==> config.mk <==
export PLATFORM = sky130hd
export DESIGN_NAME = pwg_access_guard
export DESIGN_NICKNAME = d
export VERILOG_FILES = /design/src/rtl/pwg_none.sv /design/src/rtl/pwg_pkg.sv /design/src/rtl/pwg_access_guard.sv /design/src/rtl/pwg_protect_group.sv /design/src/rtl/pwg_write_gate.sv
export VERILOG_INCLUDE_DIRS = /design/src /design/src/rtl
export SDC_FILE = /design/constraint.sdc
export NUM_CORES = 1
export LEC_CHECK = 0
export BUFFER_PORTS_ARGS = -buffer_cell sky130_fd_sc_hd__buf_2
export CELL_PAD_IN_SITES_DETAIL_PLACEMENT = 1
export CELL_PAD_IN_SITES_GLOBAL_PLACEMENT = 1
export CORE_ASPECT_RATIO = 0.5
export CORE_MARGIN = 10
export CORE_UTILIZATION = 27
export CTS_CLUSTER_SIZE = 25
export DETAILED_ROUTE_END_ITERATION = 12
export PLACE_DENSITY = 0.88
export SYNTH_ARGS = -nofsm -noshare
export SYNTH_HDL_FRONTEND = slang
export SYNTH_SLANG_ARGS = --single-unit
==> constraint.sdc <==
create_clock -name aclk -period 3.5 [get_ports aclk]
set_input_delay 0 -clock aclk [delete_from_list [all_inputs] [get_ports aclk]]
set_output_delay 0 -clock aclk [all_outputs]
set_load 0.01 [all_outputs]
==> src/rtl/pwg_cfg.svh <==
// Offsets, field positions, reset values and response codes of the peripheral write guard.
`ifndef PWG_CFG_SVH
`define PWG_CFG_SVH

`define PWG_ADDR_W        12
`define PWG_G0_BASE       12'h000
`define PWG_G1_BASE       12'h100
`define PWG_CLR_OFF       12'h000
`define PWG_SET_OFF       12'h004
`define PWG_STAT_ADDR     12'h200
`define PWG_MASK_ADDR     12'h204

`define PWG_G0_RESET      8'h00
`define PWG_G1_RESET      8'h02
`define PWG_G0_VALID      8'h7E
`define PWG_G1_VALID      8'h4E

`define PWG_G0_PM_BIT     1
`define PWG_G0_SYSCTL_BIT 2
`define PWG_G0_GENERIC_CLOCK_SLOT_BIT   3
`define PWG_G0_WDOG_BIT   4
`define PWG_G0_RTC_BIT    5
`define PWG_G0_EXTIRQ_BIT 6
`define PWG_G1_DEBUG_BIT  1
`define PWG_G1_NVM_BIT    2
`define PWG_G1_PORT_BIT   3
`define PWG_G1_TRACE_BIT  6

`define PWG_EV_W          3
`define PWG_EV_DBL_SET    0
`define PWG_EV_DBL_CLR    1
`define PWG_EV_BLOCKED    2
`define PWG_STAT_RESET    3'h0
`define PWG_MASK_RESET    3'h0

`define PWG_RESP_OKAY     2'h0
`define PWG_RESP_SLVERR   2'h2
`define PWG_RESP_DECERR   2'h3

`endif

==> src/rtl/pwg_none.sv <==
// This file holds no logic.

==> src/rtl/pwg_pkg.sv <==
// Types and shared decode functions of the peripheral write guard.
`include "pwg_cfg.svh"

package pwg_pkg;

    typedef enum logic [2:0] {
        PWG_REG_G0_CLR = 3'b000,
        PWG_REG_G0_SET = 3'b001,
        PWG_REG_G1_CLR = 3'b010,
        PWG_REG_G1_SET = 3'b011,
        PWG_REG_STAT   = 3'b100,
        PWG_REG_MASK   = 3'b101,
        PWG_REG_NONE   = 3'b110
    } pwg_reg_e;

    // Protect levels of the first group, bit 6 down to bit 1.
    typedef struct packed {
        logic ext_irq_ctrl_slot;
        logic real_time_counter_slot;
        logic watchdog_slot;
        logic generic_clock_slot;
        logic system_control_slot;
        logic power_manager_slot;
    } pwg_grp0_s;

    // Protect levels of the second group.
    typedef struct packed {
        logic trace_buffer_slot;
        logic io_port_slot;
        logic nonvolatile_ctrl_slot;
        logic debug_unit_slot;
    } pwg_grp1_s;

    function automatic pwg_reg_e pwg_decode(input logic [`PWG_ADDR_W-1:0] addr);
        pwg_reg_e sel;
        sel = PWG_REG_NONE;
        if (addr == (`PWG_G0_BASE | `PWG_CLR_OFF)) begin
            sel = PWG_REG_G0_CLR;
        end else if (addr == (`PWG_G0_BASE | `PWG_SET_OFF)) begin
            sel = PWG_REG_G0_SET;
        end else if (addr == (`PWG_G1_BASE | `PWG_CLR_OFF)) begin
            sel = PWG_REG_G1_CLR;
        end else if (addr == (`PWG_G1_BASE | `PWG_SET_OFF)) begin
            sel = PWG_REG_G1_SET;
        end else if (addr == `PWG_STAT_ADDR) begin
            sel = PWG_REG_STAT;
        end else if (addr == `PWG_MASK_ADDR) begin
            sel = PWG_REG_MASK;
        end
        return sel;
    endfunction : pwg_decode

    function automatic logic [31:0] pwg_lane_mask(input logic [3:0] strb);
        return {{8{strb[3]}}, {8{strb[2]}}, {8{strb[1]}}, {8{strb[0]}}};
    endfunction : pwg_lane_mask

endpackage : pwg_pkg

==> src/rtl/pwg_access_guard.sv <==
// AXI4-Lite register block of the peripheral write guard with two protect groups.
//
// Our own choice: the AXI4-Lite register port.
`timescale 1ns/100ps
`default_nettype none
`include "pwg_cfg.svh"

module pwg_access_guard (
    // Clock and reset
    input  wire logic                    aclk,
    input  wire logic                    aresetn,
    // AXI4-Lite write address
    input  wire logic [`PWG_ADDR_W-1:0]  s_axi_awaddr,
    input  wire logic [2:0]              s_axi_awprot,
    input  wire logic                    s_axi_awvalid,
    output var  logic                    s_axi_awready,
    // AXI4-Lite write data
    input  wire logic [31:0]             s_axi_wdata,
    input  wire logic [3:0]              s_axi_wstrb,
    input  wire logic                    s_axi_wvalid,
    output var  logic                    s_axi_wready,
    // AXI4-Lite write response
    output var  logic [1:0]              s_axi_bresp,
    output var  logic                    s_axi_bvalid,
    input  wire logic                    s_axi_bready,
    // AXI4-Lite read address
    input  wire logic [`PWG_ADDR_W-1:0]  s_axi_araddr,
    input  wire logic [2:0]              s_axi_arprot,
    input  wire logic                    s_axi_arvalid,
    output var  logic                    s_axi_arready,
    // AXI4-Lite read data
    output var  logic [31:0]             s_axi_rdata,
    output var  logic [1:0]              s_axi_rresp,
    output var  logic                    s_axi_rvalid,
    input  wire logic                    s_axi_rready,
    // Peripheral write gating, one bit per slot position
    input  wire logic [7:0]              periph_wr_req_g0,
    input  wire logic [7:0]              periph_wr_req_g1,
    output var  logic [7:0]              periph_wr_grant_g0,
    output var  logic [7:0]              periph_wr_grant_g1,
    output var  logic                    periph_wr_err_g0,
    output var  logic                    periph_wr_err_g1,
    // Per-slot protect levels
    output var  pwg_pkg::pwg_grp0_s      grp0_protect,
    output var  pwg_pkg::pwg_grp1_s      grp1_protect,
    // Interrupt
    output var  logic                    irq
);
    import pwg_pkg::*;

    ////////////////////////////////////////////////////////////////////////////////

    logic                 wr_fire;
    logic                 rd_fire;
    pwg_reg_e             wr_sel;
    pwg_reg_e             rd_sel;
    logic [31:0]          wr_bits;
    logic [7:0]           g0_prot;
    logic [7:0]           g1_prot;
    logic                 g0_dbl_set;
    logic                 g0_dbl_clr;
    logic                 g1_dbl_set;
    logic                 g1_dbl_clr;
    logic                 dbl_any;
    logic [1:0]           bresp_next;
    logic                 bvalid_reg;
    logic                 bvalid_next;
    logic [1:0]           bresp_reg;
    logic                 rvalid_reg;
    logic                 rvalid_next;
    logic [31:0]          rdata_reg;
    logic [31:0]          rdata_next;
    logic [1:0]           rresp_reg;
    logic [1:0]           rresp_next;
    logic [`PWG_EV_W-1:0] stat_reg;
    logic [`PWG_EV_W-1:0] stat_next;
    logic [`PWG_EV_W-1:0] mask_reg;
    logic [`PWG_EV_W-1:0] mask_next;
    logic [`PWG_EV_W-1:0] events;
    logic [`PWG_EV_W-1:0] stat_w1c;

    logic                 wr_g0_clr;
    logic                 wr_g0_set;
    logic                 wr_g1_clr;
    logic                 wr_g1_set;
    logic                 rd_g0;
    logic                 rd_g1;
    logic [31:0]          lane_mask;

    ////////////////////////////////////////////////////////////////////////////////
    // Write channel. Address and data are taken together in one beat, so a master
    // that offers them in either order simply waits until both stand.

    assign wr_fire       = s_axi_awvalid & s_axi_wvalid & ~bvalid_reg;
    assign s_axi_awready = wr_fire;
    assign s_axi_wready  = wr_fire;
    assign wr_sel        = pwg_decode(s_axi_awaddr);
    assign lane_mask     = pwg_lane_mask(s_axi_wstrb);
    assign wr_bits       = s_axi_wdata & lane_mask;

    // Register write strobes.
    assign wr_g0_clr     = wr_fire && (wr_sel == PWG_REG_G0_CLR);
    assign wr_g0_set     = wr_fire && (wr_sel == PWG_REG_G0_SET);
    assign wr_g1_clr     = wr_fire && (wr_sel == PWG_REG_G1_CLR);
    assign wr_g1_set     = wr_fire && (wr_sel == PWG_REG_G1_SET);

    pwg_protect_group #(
        .RESET_VAL  (`PWG_G0_RESET),
        .VALID_MASK (`PWG_G0_VALID)
    ) u_group0 (
        .aclk     (aclk),
        .aresetn  (aresetn),
        .clr_hit  (wr_g0_clr),
        .set_hit  (wr_g0_set),
        .wr_bits  (wr_bits[7:0]),
        .prot_reg (g0_prot),
        .dbl_set  (g0_dbl_set),
        .dbl_clr  (g0_dbl_clr)
    );

    pwg_protect_group #(
        .RESET_VAL  (`PWG_G1_RESET),
        .VALID_MASK (`PWG_G1_VALID)
    ) u_group1 (
        .aclk     (aclk),
        .aresetn  (aresetn),
        .clr_hit  (wr_g1_clr),
        .set_hit  (wr_g1_set),
        .wr_bits  (wr_bits[7:0]),
        .prot_reg (g1_prot),
        .dbl_set  (g1_dbl_set),
        .dbl_clr  (g1_dbl_clr)
    );

    // The well-formed bits of a misuse write still take effect; only the answer and the
    // status bits report the misuse, which keeps the state machine-free and predictable.
    assign dbl_any    = g0_dbl_set | g0_dbl_clr | g1_dbl_set | g1_dbl_clr;
    assign bresp_next = (wr_sel == PWG_REG_NONE) ? `PWG_RESP_DECERR :
                        dbl_any                  ? `PWG_RESP_SLVERR :
                        `PWG_RESP_OKAY;
    assign bvalid_next = wr_fire ? 1'b1 : (s_axi_bready ? 1'b0 : bvalid_reg);

    always_ff @(posedge aclk) begin
        if (!aresetn) begin
            bvalid_reg <= 1'b0;
            bresp_reg  <= `PWG_RESP_OKAY;
        end else begin
            bvalid_reg <= bvalid_next;
            bresp_reg  <= wr_fire ? bresp_next : bresp_reg;
        end
    end

    assign s_axi_bvalid = bvalid_reg;
    assign s_axi_bresp  = bresp_reg;

    ////////////////////////////////////////////////////////////////////////////////
    // Read channel.

    assign s_axi_arready = ~rvalid_reg;
    assign rd_fire       = s_axi_arvalid & ~rvalid_reg;
    assign rd_sel        = pwg_decode(s_axi_araddr);
    assign rd_g0         = (rd_sel == PWG_REG_G0_CLR) || (rd_sel == PWG_REG_G0_SET);
    assign rd_g1         = (rd_sel == PWG_REG_G1_CLR) || (rd_sel == PWG_REG_G1_SET);

    assign rdata_next    = rd_g0 ?
                               {24'h000000, g0_prot} :
                           rd_g1 ?
                               {24'h000000, g1_prot} :
                           (rd_sel == PWG_REG_STAT) ? {29'h00000000, stat_reg} :
                           (rd_sel == PWG_REG_MASK) ? {29'h00000000, mask_reg} :
                           32'h00000000;
    assign rresp_next    = (rd_sel == PWG_REG_NONE) ? `PWG_RESP_DECERR : `PWG_RESP_OKAY;
    assign rvalid_next   = rd_fire ? 1'b1 : (s_axi_rready ? 1'b0 : rvalid_reg);

    always_ff @(posedge aclk) begin
        if (!aresetn) begin
            rvalid_reg <= 1'b0;
            rdata_reg  <= 32'h00000000;
            rresp_reg  <= `PWG_RESP_OKAY;
        end else begin
            rvalid_reg <= rvalid_next;
            rdata_reg  <= rd_fire ? rdata_next : rdata_reg;
            rresp_reg  <= rd_fire ? rresp_next : rresp_reg;
        end
    end

    assign s_axi_rvalid = rvalid_reg;
    assign s_axi_rdata  = rdata_reg;
    assign s_axi_rresp  = rresp_reg;

    ////////////////////////////////////////////////////////////////////////////////
    // Peripheral write gating.

    pwg_write_gate u_gate0 (
        .aclk       (aclk),
        .aresetn    (aresetn),
        .protect    (g0_prot),
        .wr_req     (periph_wr_req_g0),
        .wr_grant   (periph_wr_grant_g0),
        .wr_err_reg (periph_wr_err_g0)
    );

    pwg_write_gate u_gate1 (
        .aclk       (aclk),
        .aresetn    (aresetn),
        .protect    (g1_prot),
        .wr_req     (periph_wr_req_g1),
        .wr_grant   (periph_wr_grant_g1),
        .wr_err_reg (periph_wr_err_g1)
    );

    assign grp0_protect = '{ext_irq_ctrl_slot      : g0_prot[`PWG_G0_EXTIRQ_BIT],
                            real_time_counter_slot : g0_prot[`PWG_G0_RTC_BIT],
                            watchdog_slot          : g0_prot[`PWG_G0_WDOG_BIT],
                            generic_clock_slot     : g0_prot[`PWG_G0_GENERIC_CLOCK_SLOT_BIT],
                            system_control_slot    : g0_prot[`PWG_G0_SYSCTL_BIT],
                            power_manager_slot     : g0_prot[`PWG_G0_PM_BIT]};
    assign grp1_protect = '{trace_buffer_slot      : g1_prot[`PWG_G1_TRACE_BIT],
                            io_port_slot           : g1_prot[`PWG_G1_PORT_BIT],
                            nonvolatile_ctrl_slot  : g1_prot[`PWG_G1_NVM_BIT],
                            debug_unit_slot        : g1_prot[`PWG_G1_DEBUG_BIT]};

    ////////////////////////////////////////////////////////////////////////////////
    // Interrupt status and mask. A new event beats a write-one-to-clear in the
    // same cycle so that no misuse can slip by unseen.

    assign events[`PWG_EV_DBL_SET] = g0_dbl_set | g1_dbl_set;
    assign events[`PWG_EV_DBL_CLR] = g0_dbl_clr | g1_dbl_clr;
    assign events[`PWG_EV_BLOCKED] = periph_wr_err_g0 | periph_wr_err_g1;
    assign stat_w1c  = (wr_fire && (wr_sel == PWG_REG_STAT)) ? wr_bits[`PWG_EV_W-1:0]
                                                              : {`PWG_EV_W{1'b0}};
    assign stat_next = (stat_reg & ~stat_w1c) | events;
    assign mask_next = (wr_fire && (wr_sel == PWG_REG_MASK))
                       ? ((mask_reg & ~lane_mask[`PWG_EV_W-1:0])
                          | wr_bits[`PWG_EV_W-1:0])
                       : mask_reg;

    always_ff @(posedge aclk) begin
        if (!aresetn) begin
            stat_reg <= `PWG_STAT_RESET;
            mask_reg <= `PWG_MASK_RESET;
        end else begin
            stat_reg <= stat_next;
            mask_reg <= mask_next;
        end
    end

    assign irq = |(stat_reg & mask_reg);

    ////////////////////////////////////////////////////////////////////////////////
    // Checks.

    reset_values_a: assert property (@(posedge aclk)
        $rose(aresetn) |-> (g0_prot == 8'h00) && (g1_prot == 8'h02))
        else $error("Protect groups left reset with wrong values.");

    clear_bit_a: assert property (@(posedge aclk) disable iff (!aresetn)
        wr_fire && (wr_sel == PWG_REG_G0_CLR) |=>
            (g0_prot & $past(wr_bits[7:0])) == 8'h00)
        else $error("A one written to the clear view left protection on.");

    set_bit_a: assert property (@(posedge aclk) disable iff (!aresetn)
        wr_fire && (wr_sel == PWG_REG_G1_SET) |=>
            (g1_prot & $past(wr_bits[7:0]) & `PWG_G1_VALID)
            == ($past(wr_bits[7:0]) & `PWG_G1_VALID))
        else $error("A one written to the set view did not protect.");

    zero_keeps_a: assert property (@(posedge aclk) disable iff (!aresetn)
        wr_fire && (wr_sel == PWG_REG_G0_SET) |=>
            (g0_prot & ~$past(wr_bits[7:0])) == ($past(g0_prot) & ~$past(wr_bits[7:0])))
        else $error("A zero written to the set view changed protection.");

    lane_guard_a: assert property (@(posedge aclk) disable iff (!aresetn)
        wr_fire && !s_axi_wstrb[0] |=> $stable(g0_prot) && $stable(g1_prot))
        else $error("A write without the low byte lane changed protection.");

    views_match_a: assert property (@(posedge aclk) disable iff (!aresetn)
        rd_fire && ((rd_sel == PWG_REG_G0_CLR) || (rd_sel == PWG_REG_G0_SET)) |=>
            s_axi_rvalid && (s_axi_rdata == {24'h000000, $past(g0_prot)}))
        else $error("Clear and set views returned different data.");

    double_err_a: assert property (@(posedge aclk) disable iff (!aresetn)
        wr_fire && dbl_any |=> s_axi_bvalid && (s_axi_bresp == `PWG_RESP_SLVERR))
        else $error("Double protect or unprotect answered without an error.");

    unused_zero_a: assert property (@(posedge aclk) disable iff (!aresetn)
        ((g0_prot & ~`PWG_G0_VALID) == 8'h00) && ((g1_prot & ~`PWG_G1_VALID) == 8'h00))
        else $error("An unused protect bit became set.");

    slot_output_a: assert property (@(posedge aclk) disable iff (!aresetn)
        wr_fire && (wr_sel == PWG_REG_G1_CLR) && wr_bits[`PWG_G1_DEBUG_BIT] |=>
            !grp1_protect.debug_unit_slot)
        else $error("Debug slot output did not follow the clear write.");

    g1_clear_a: assert property (@(posedge aclk) disable iff (!aresetn)
        wr_g1_clr |=>
            (g1_prot & $past(wr_bits[7:0])) == 8'h00)
        else $error("Clear write left protection on.");

    g0_set_a: assert property (@(posedge aclk) disable iff (!aresetn)
        wr_g0_set |=> (g0_prot & $past(wr_bits[7:0]) & `PWG_G0_VALID)
            == ($past(wr_bits[7:0]) & `PWG_G0_VALID))
        else $error("Set write did not protect.");

    g1_views_a: assert property (@(posedge aclk) disable iff (!aresetn)
        rd_fire && rd_g1 |=>
            s_axi_rvalid && (s_axi_rdata == {24'h000000, $past(g1_prot)}))
        else $error("Group one views disagree.");

    blocked_flag_a: assert property (@(posedge aclk) disable iff (!aresetn)
        periph_wr_err_g0 || periph_wr_err_g1 |=>
            stat_reg[`PWG_EV_BLOCKED])
        else $error("Blocked write not flagged.");

    unused_okay_a: assert property (@(posedge aclk) disable iff (!aresetn)
        wr_g0_set && ((wr_bits[7:0] & `PWG_G0_VALID & g0_prot) == 8'h00) |=>
            s_axi_bresp == `PWG_RESP_OKAY)
        else $error("Unused bits raised an error.");

    watchdog_slot_a: assert property (@(posedge aclk) disable iff (!aresetn)
        wr_g0_set && wr_bits[`PWG_G0_WDOG_BIT] |=>
            grp0_protect.watchdog_slot)
        else $error("Watchdog slot missed the set.");

endmodule : pwg_access_guard

`default_nettype wire

==> src/rtl/pwg_protect_group.sv <==
// One group of protect bits reached through a clear view and a set view.
`timescale 1ns/100ps
`default_nettype none

module pwg_protect_group #(
    parameter logic [7:0] RESET_VAL  = 8'h00,
    parameter logic [7:0] VALID_MASK = 8'hFF
) (
    // Clock and reset
    input  wire logic       aclk,
    input  wire logic       aresetn,
    // Write strobes and lane-masked data
    input  wire logic       clr_hit,
    input  wire logic       set_hit,
    input  wire logic [7:0] wr_bits,
    // State and misuse flags
    output var  logic [7:0] prot_reg,
    output var  logic       dbl_set,
    output var  logic       dbl_clr
);
    import pwg_pkg::*;

    logic [7:0] bits;
    logic [7:0] prot_next;

    assign bits      = wr_bits & VALID_MASK;
    assign prot_next = set_hit ? (prot_reg | bits) :
                       clr_hit ? (prot_reg & ~bits) :
                       prot_reg;
    assign dbl_set   = set_hit & (|(bits & prot_reg));
    assign dbl_clr   = clr_hit & (|(bits & ~prot_reg));

    always_ff @(posedge aclk) begin
        if (!aresetn) begin
            prot_reg <= RESET_VAL;
        end else begin
            prot_reg <= prot_next;
        end
    end

endmodule : pwg_protect_group

`default_nettype wire

==> src/rtl/pwg_write_gate.sv <==
// Gates peripheral write requests with the protect state and flags refused writes.
`timescale 1ns/100ps
`default_nettype none

module pwg_write_gate (
    // Clock and reset
    input  wire logic       aclk,
    input  wire logic       aresetn,
    // Protect state and peripheral write requests
    input  wire logic [7:0] protect,
    input  wire logic [7:0] wr_req,
    // Gated writes and access error
    output var  logic [7:0] wr_grant,
    output var  logic       wr_err_reg
);
    import pwg_pkg::*;

    logic blocked;

    assign wr_grant = wr_req & ~protect;
    assign blocked  = |(wr_req & protect);

    always_ff @(posedge aclk) begin
        if (!aresetn) begin
            wr_err_reg <= 1'b0;
        end else begin
            wr_err_reg <= blocked;
        end
    end

    blocked_err_a: assert property (@(posedge aclk) disable iff (!aresetn)
        (wr_req & protect) != 8'h00 |-> wr_grant == (wr_req & ~protect) ##1 wr_err_reg)
        else $error("Blocked write did not raise the access error.");

endmodule : pwg_write_gate

`default_nettype wire

# Yosys cells after proc, flatten, opt, wreduce, memory -nomap -nowiden
# Index checks and enable logic that the tools add are counted.
[op_classes]
n_reduce_logical = 23
add_sub_neg = 0
div = 0
n_eq_ne = 22
shifts = 0
n_mul = 0
n_mux = 28
n_lt_le_gt_ge = 0
bitwise_logic = 39
[op_table]
columns = ["operator", "count"]
rows = [
  ["bitwise AND 8 bit", 6],
  ["== test 12 x 10 -> 1 bit, second input constant", 4],
  ["== test 12 x 9 -> 1 bit, second input constant", 4],
  ["two-way mux 8 bit", 6],
  ["OR reduction 8 bit", 6],
  ["two-way mux 3 bit", 11],
  ["bitwise AND 7 x 8 -> 8 bit", 4],
  ["== test 12 x 3 -> 1 bit, second input constant", 2],
  ["logical NOT 12 bit", 2],
  ["== test 3 bit, second input constant", 6],
  ["NOT 7 -> 8 bit", 2],
  ["NOT 8 bit", 2],
  ["OR 8 x 7 -> 8 bit", 2],
  ["two-way mux 2 bit", 7],
  ["== test 3 x 2 -> 1 bit, second input constant", 4],
  ["bitwise AND 3 bit", 3],
  ["nonzero test 2 bit", 4],
  ["bitwise AND 1 bit", 7],
  ["bitwise AND 7 bit", 1],
  ["== test 3 x 1 -> 1 bit, second input constant", 2],
  ["logical AND 1 bit", 6],
  ["logical NOT 3 bit", 2],
  ["NOT 3 bit", 2],
  ["OR 1 bit", 6],
  ["5 further kinds", 11],
]
[word_totals]
memories = 0
mem_bits_rw = 0
word_cells = 123
ff_bits = 62
romBits = 0
latchBits = 0
inputBits = 89
out_inout_bits = 70

# Longest topological paths before layout
[logic_depth]
word_depth = 15
ltp_mapped = 7
mapped_depth_nobuf = 5

# Cells and area by module
# Synthesis repeated with hierarchy kept, for this count alone.
[unflattened]
hier_cells = 261
hier_area_um2 = 2163.3
[by_module_without_submodules]
columns = ["mod", "cells_each", "area_each_um2", "seq_area_each_um2", "instances"]
rows = [
  ["pwg_access_guard", 160, 1316.3, 380.4, 1],
  ["pwg_protect_group at u_group0", 42, 326.6, 120.1, 1],
  ["pwg_write_gate", 15, 136.4, 20.0, 2],
  ["pwg_protect_group at u_group1", 29, 247.7, 80.1, 1],
]

# Worst setup path before layout
# No wires, ideal clock.
[synth_timing]
path_kind = "reg2reg"
start = "reg bvalid_reg (netlist: s_axi_bvalid)"
end = "reg stat_reg[1]"
path_stages_with_launch = 7
slack_ns = 1.962
synth_period_minus_slack_ns = 1.538
setup_time_ns = 0.124
required_time_ns = 3.376
arrival_time_ns = 1.414
path_buffers = 1
path_cell_list = "dfxtp_1 and3b_1 buf_2 nand4_2 or3_1 o21ai_1 a21oi_1"
[synth_between]
elab_chain_cells = 7
elab_cells_between_ends = 12
cone_classes = "mux: 1; bitwise: 8; reduce/logical: 3"
[synth_rtl]
columns = ["element", "line_no", "rtl"]
rows = [
  ["start, declared", "pwg_access_guard.sv:66", "logic bvalid_reg;"],
  ["start signal, assigned", "pwg_access_guard.sv:148", "bvalid_reg <= bvalid_next;"],
  ["NOT 1 bit (*)", "pwg_access_guard.sv:94", "assign wr_fire = s_axi_awvalid & s_axi_wvalid & ~bvalid_reg;"],
  ["bitwise AND 1 bit (*)", "pwg_access_guard.sv:94", ""],
  ["net s_axi_awready", "pwg_access_guard.sv:16", "output var logic s_axi_awready,"],
  ["logical AND 1 bit", "pwg_access_guard.sv:230", "assign stat_w1c = (wr_fire && (wr_sel == PWG_REG_STAT)) ? wr_bits[`PWG_EV_W-1:0]"],
  ["two-way mux 3 bit", "pwg_access_guard.sv:230", ""],
  ["NOT 3 bit", "pwg_access_guard.sv:232", "assign stat_next = (stat_reg & ~stat_w1c) | events;"],
  ["bitwise AND 3 bit", "pwg_access_guard.sv:232", ""],
  ["OR 3 bit (*)", "pwg_access_guard.sv:232", ""],
  ["end signal, assigned", "pwg_access_guard.sv:240", "stat_reg <= `PWG_STAT_RESET;"],
  ["end signal, assigned", "pwg_access_guard.sv:243", "stat_reg <= stat_next;"],
  ["end, declared", "pwg_access_guard.sv:75", "logic [`PWG_EV_W-1:0] stat_reg;"],
]
# The timed path passes the listed nets; every way through them passes the cells marked *.
# A chain may end at the register's enable or synchronous reset.

# Worst setup path in the final report
[layout_timing]
start = "reg rvalid_reg (netlist: s_axi_rvalid)"
end = "reg rdata_reg[4] (netlist: s_axi_rdata[4])"
[layout_between]
elab_chain_cells = 2
[layout_rtl]
columns = ["element", "line_no", "rtl"]
rows = [
  ["start, declared", "pwg_access_guard.sv:69", "logic rvalid_reg;"],
  ["start signal, assigned", "pwg_access_guard.sv:181", "rvalid_reg <= rvalid_next;"],
  ["NOT 1 bit", "pwg_access_guard.sv:160", "assign rd_fire = s_axi_arvalid & ~rvalid_reg;"],
  ["bitwise AND 1 bit", "pwg_access_guard.sv:160", ""],
  ["end signal, assigned", "pwg_access_guard.sv:182", "rdata_reg <= rd_fire ? rdata_next : rdata_reg;"],
  ["end, declared", "pwg_access_guard.sv:71", "logic [31:0] rdata_reg;"],
]
# No other way between the ends.

==> results.md <==
* Run status: complete, no violations
* RSZ-0062 raised after global routing: no
* Area growth from synthesis to layout at 28.5%
* Post-CTS setup buffers at 0
* Netlist cell types at 38
* Largest area contributor in the netlist: dfxtp_1
* Critical-path top delay cell: nor4b_1
* Hold slack at 0.00000377 ns
* Cells on worst reg2reg path at 5
* Clock buffer depth at 2
* CTS clk-pin slew, worst paths at 0.05 ns
* Vias per cell at 4.81
* Layout cell share with drive strength beyond 1 at 0.313
* Final Util at 0.361
* Placed cell area at 2260 um^2
* Mapped cell area at 1900 um^2
* Commonest non-fill, non-tap cell in the layout: buf_2
* Hold Path Class: in -> out
* Final Instance Area at 2440 um^2
* Total grt overflow at 0
* Die H at 79.3 um
* Die Area at 11,000 um^2
* FMAX at 0.568 GHz
* Critical Path RT at 3.69 ns
* Via count at 1,977
* Routed len/inst at 17.1 um
* Crit-path max FO at 5
* TritonRoute pass-1 iters at 4
* Fill cell count at 848
* First-pass GRT wire length at 10.9 mm
* Die Wd at 139 um
* Sequential fraction of the synthesis area at 0.316
* # resized after CTS at 0
* Initial antenna violation count at 0
* Antenna Cells at 0
* Ys flop type: dfxtp_1
* Worst r2r dst: s_axi_rdata[4]
* Post-synth ARST share at 0
* Setup TNS at 0 ns
* Drt total wl at 7.01 mm
* Max-Cap Viols at 0
* Worst-Skew Late Latency at 0.28 ns
* Top-area cell type share of the netlist area at 0.316
* Avg Cell Area, Syn at 8.01 um^2
* Residual DRC at 0
* Slew margin rel. at 0.477
* CTS H-tree depth at 2
* Most frequent cells in the layout: buf_2, dfxtp_1, conb_1
* Min cycle time layout at 1.76 ns
* Post-layout total power at 0.907 mW
* Launch point of the worst reg-to-reg path: s_axi_rvalid
* EDFF count, synth at 0
* Critical path depth in cells at 5
* FP Rows at 21
* Worst-Margin Slew at 0.779 ns
* Core ar. at 6750 um^2
* Slowest stage delay, CP at 0.54 ns
* Synth warn at 0
* Initial core utilization at 0.281
* Largest net degree at the start of global routing at 28
* Worst Hold Path EP: periph_wr_grant_g0[7]
* CP endpoint kind: flip-flop
* Post-route clock period utilization at 0.503
* Flop2flop setup slack at 1.74 ns
* Port buffer count at 87
* Critical path type: reg -> reg
* Synthesized instance count at 237
* Top cells by area, synth: dfxtp_1, buf_4, mux2i_1, nor2b_1, a21oi_1
* Hold_sp: periph_wr_req_g0[7]
* DPL Wire Length at 5.69 mm
* Hold depth at 0
* Cell area power density at 372 nW/um^2
* Bufs and invs on worst path at 0
* GRT Total Usage at 0.119
* Setup violators final at 0
* Gpl congestion at 0.831
* Clock skew at 0.00505 ns
* Post-cts hold buffer count at 3
* Clock sink count at 30
* CP startpoint kind: flip-flop
* P_leak at 1.14 nW
* Drt initial violations at 83
* Crit path arrival time at 1.94 ns
* Io pins at 159
* Top delay family on crit path: simple AND/OR/NAND/NOR gates
* Hold Vio Cnt, Final at 0
* Vias in the first global route at 2,051
* CTS tree: done
* CP Cell Sequence: nor4b_1 > nand4b_1 > nor2_1 > nand2_1 > a21oi_1
* Slew Limit Fails at 0
* Synth Register Bits at 30
* Maximum VDD drop at 0.000155 V
* Clk root buf: clkbuf_16
* DRT antenna net count at 0
* Nets@finish at 407
* CTS Buf Count at 5
-- cell type report --
type                       count  area [um^2]  area share
clock inverter                 1         5.00     0.00205
sequential                    30          601       0.246
inverter                       6         22.5     0.00924
timing repair buffer          90          465       0.191
tap                           92          115      0.0472
clock buffer                   7          143      0.0585
multi-input combinational    185         1090       0.446
-- logic make-up (layout without fill, tap and decap cells) --
kind of cell,after synthesis,after routing,share of synthesized area
flops,30,30,0.316
other cells,1,25,0.00198
buf+inv,46,104,0.158
mux,16,16,0.0844
compound gates,50,50,0.163
simple gates,94,94,0.276
-- report_power, final --
group / internal, mW / switching (mW)
Combinational: 0.0477 / 0.0745
Sequential: 0.348 / 0.00423
Clock: 0.281 / 0.151
Total: 0.677 / 0.230
-- worst register-to-register path: cells and delay by family (launching register included) --
family          cells  cell delay [ns]
simple gates        4             1.20
compound gates      1             0.14
flops               1             0.34
-- stage by stage --
stage               std cells  worst slack (ns)
floorplan                 261              1.96
global placement          400              1.78
detailed placement        400              1.72
CTS                       411              1.66
global route              411              1.49
finish                    411              1.74
-- worst max-delay path by stage --
stage,from,to,slack (ns)
after floorplan,s_axi_bvalid,stat_reg[1],1.96
after global placement,s_axi_rvalid,s_axi_rdata[5],1.78
after detailed placement,s_axi_rvalid,s_axi_rdata[4],1.72
after CTS,s_axi_rvalid,s_axi_rdata[4],1.66
after global routing,s_axi_rvalid,s_axi_rdata[4],1.49
final,s_axi_rvalid,s_axi_rdata[4],1.74
-- metal layers --
| metal | vias to the layer above | GRT usage | part of all wire |
|---|---|---|---|
| li1 | 948 | - | - |
| met1 | 950 | 0.126 | 0.40 |
| met2 | 62 | 0.218 | 0.50 |
| met3 | 17 | 0.0398 | 0.076 |
| met4 | 0 | 0.0460 | 0.021 |
| met5 | - | 0 | 0 |
-- cell usage after synthesis, types with 2 or more instances --
| master | count |
|---|---|
| inv_1 | 5 |
| nand4_1 | 9 |
| o22a_1 | 2 |
| nand2_1 | 17 |
| o21ai_1 | 3 |
| o21ai_0 | 7 |
| and4_2 | 2 |
| a22oi_1 | 10 |
| nand2b_1 | 2 |
| a21oi_1 | 18 |
| clkbuf_1 | 4 |
| nor4_1 | 2 |
| dfxtp_1 | 30 |
| nor4b_1 | 2 |
| a31oi_1 | 3 |
| mux2i_1 | 16 |
| nand3_1 | 7 |
| buf_4 | 33 |
| buf_2 | 3 |
| nor3_2 | 2 |
| nor2_1 | 23 |
| nor2b_1 | 21 |
Note: power is estimated with default switching activity, not from simulation.
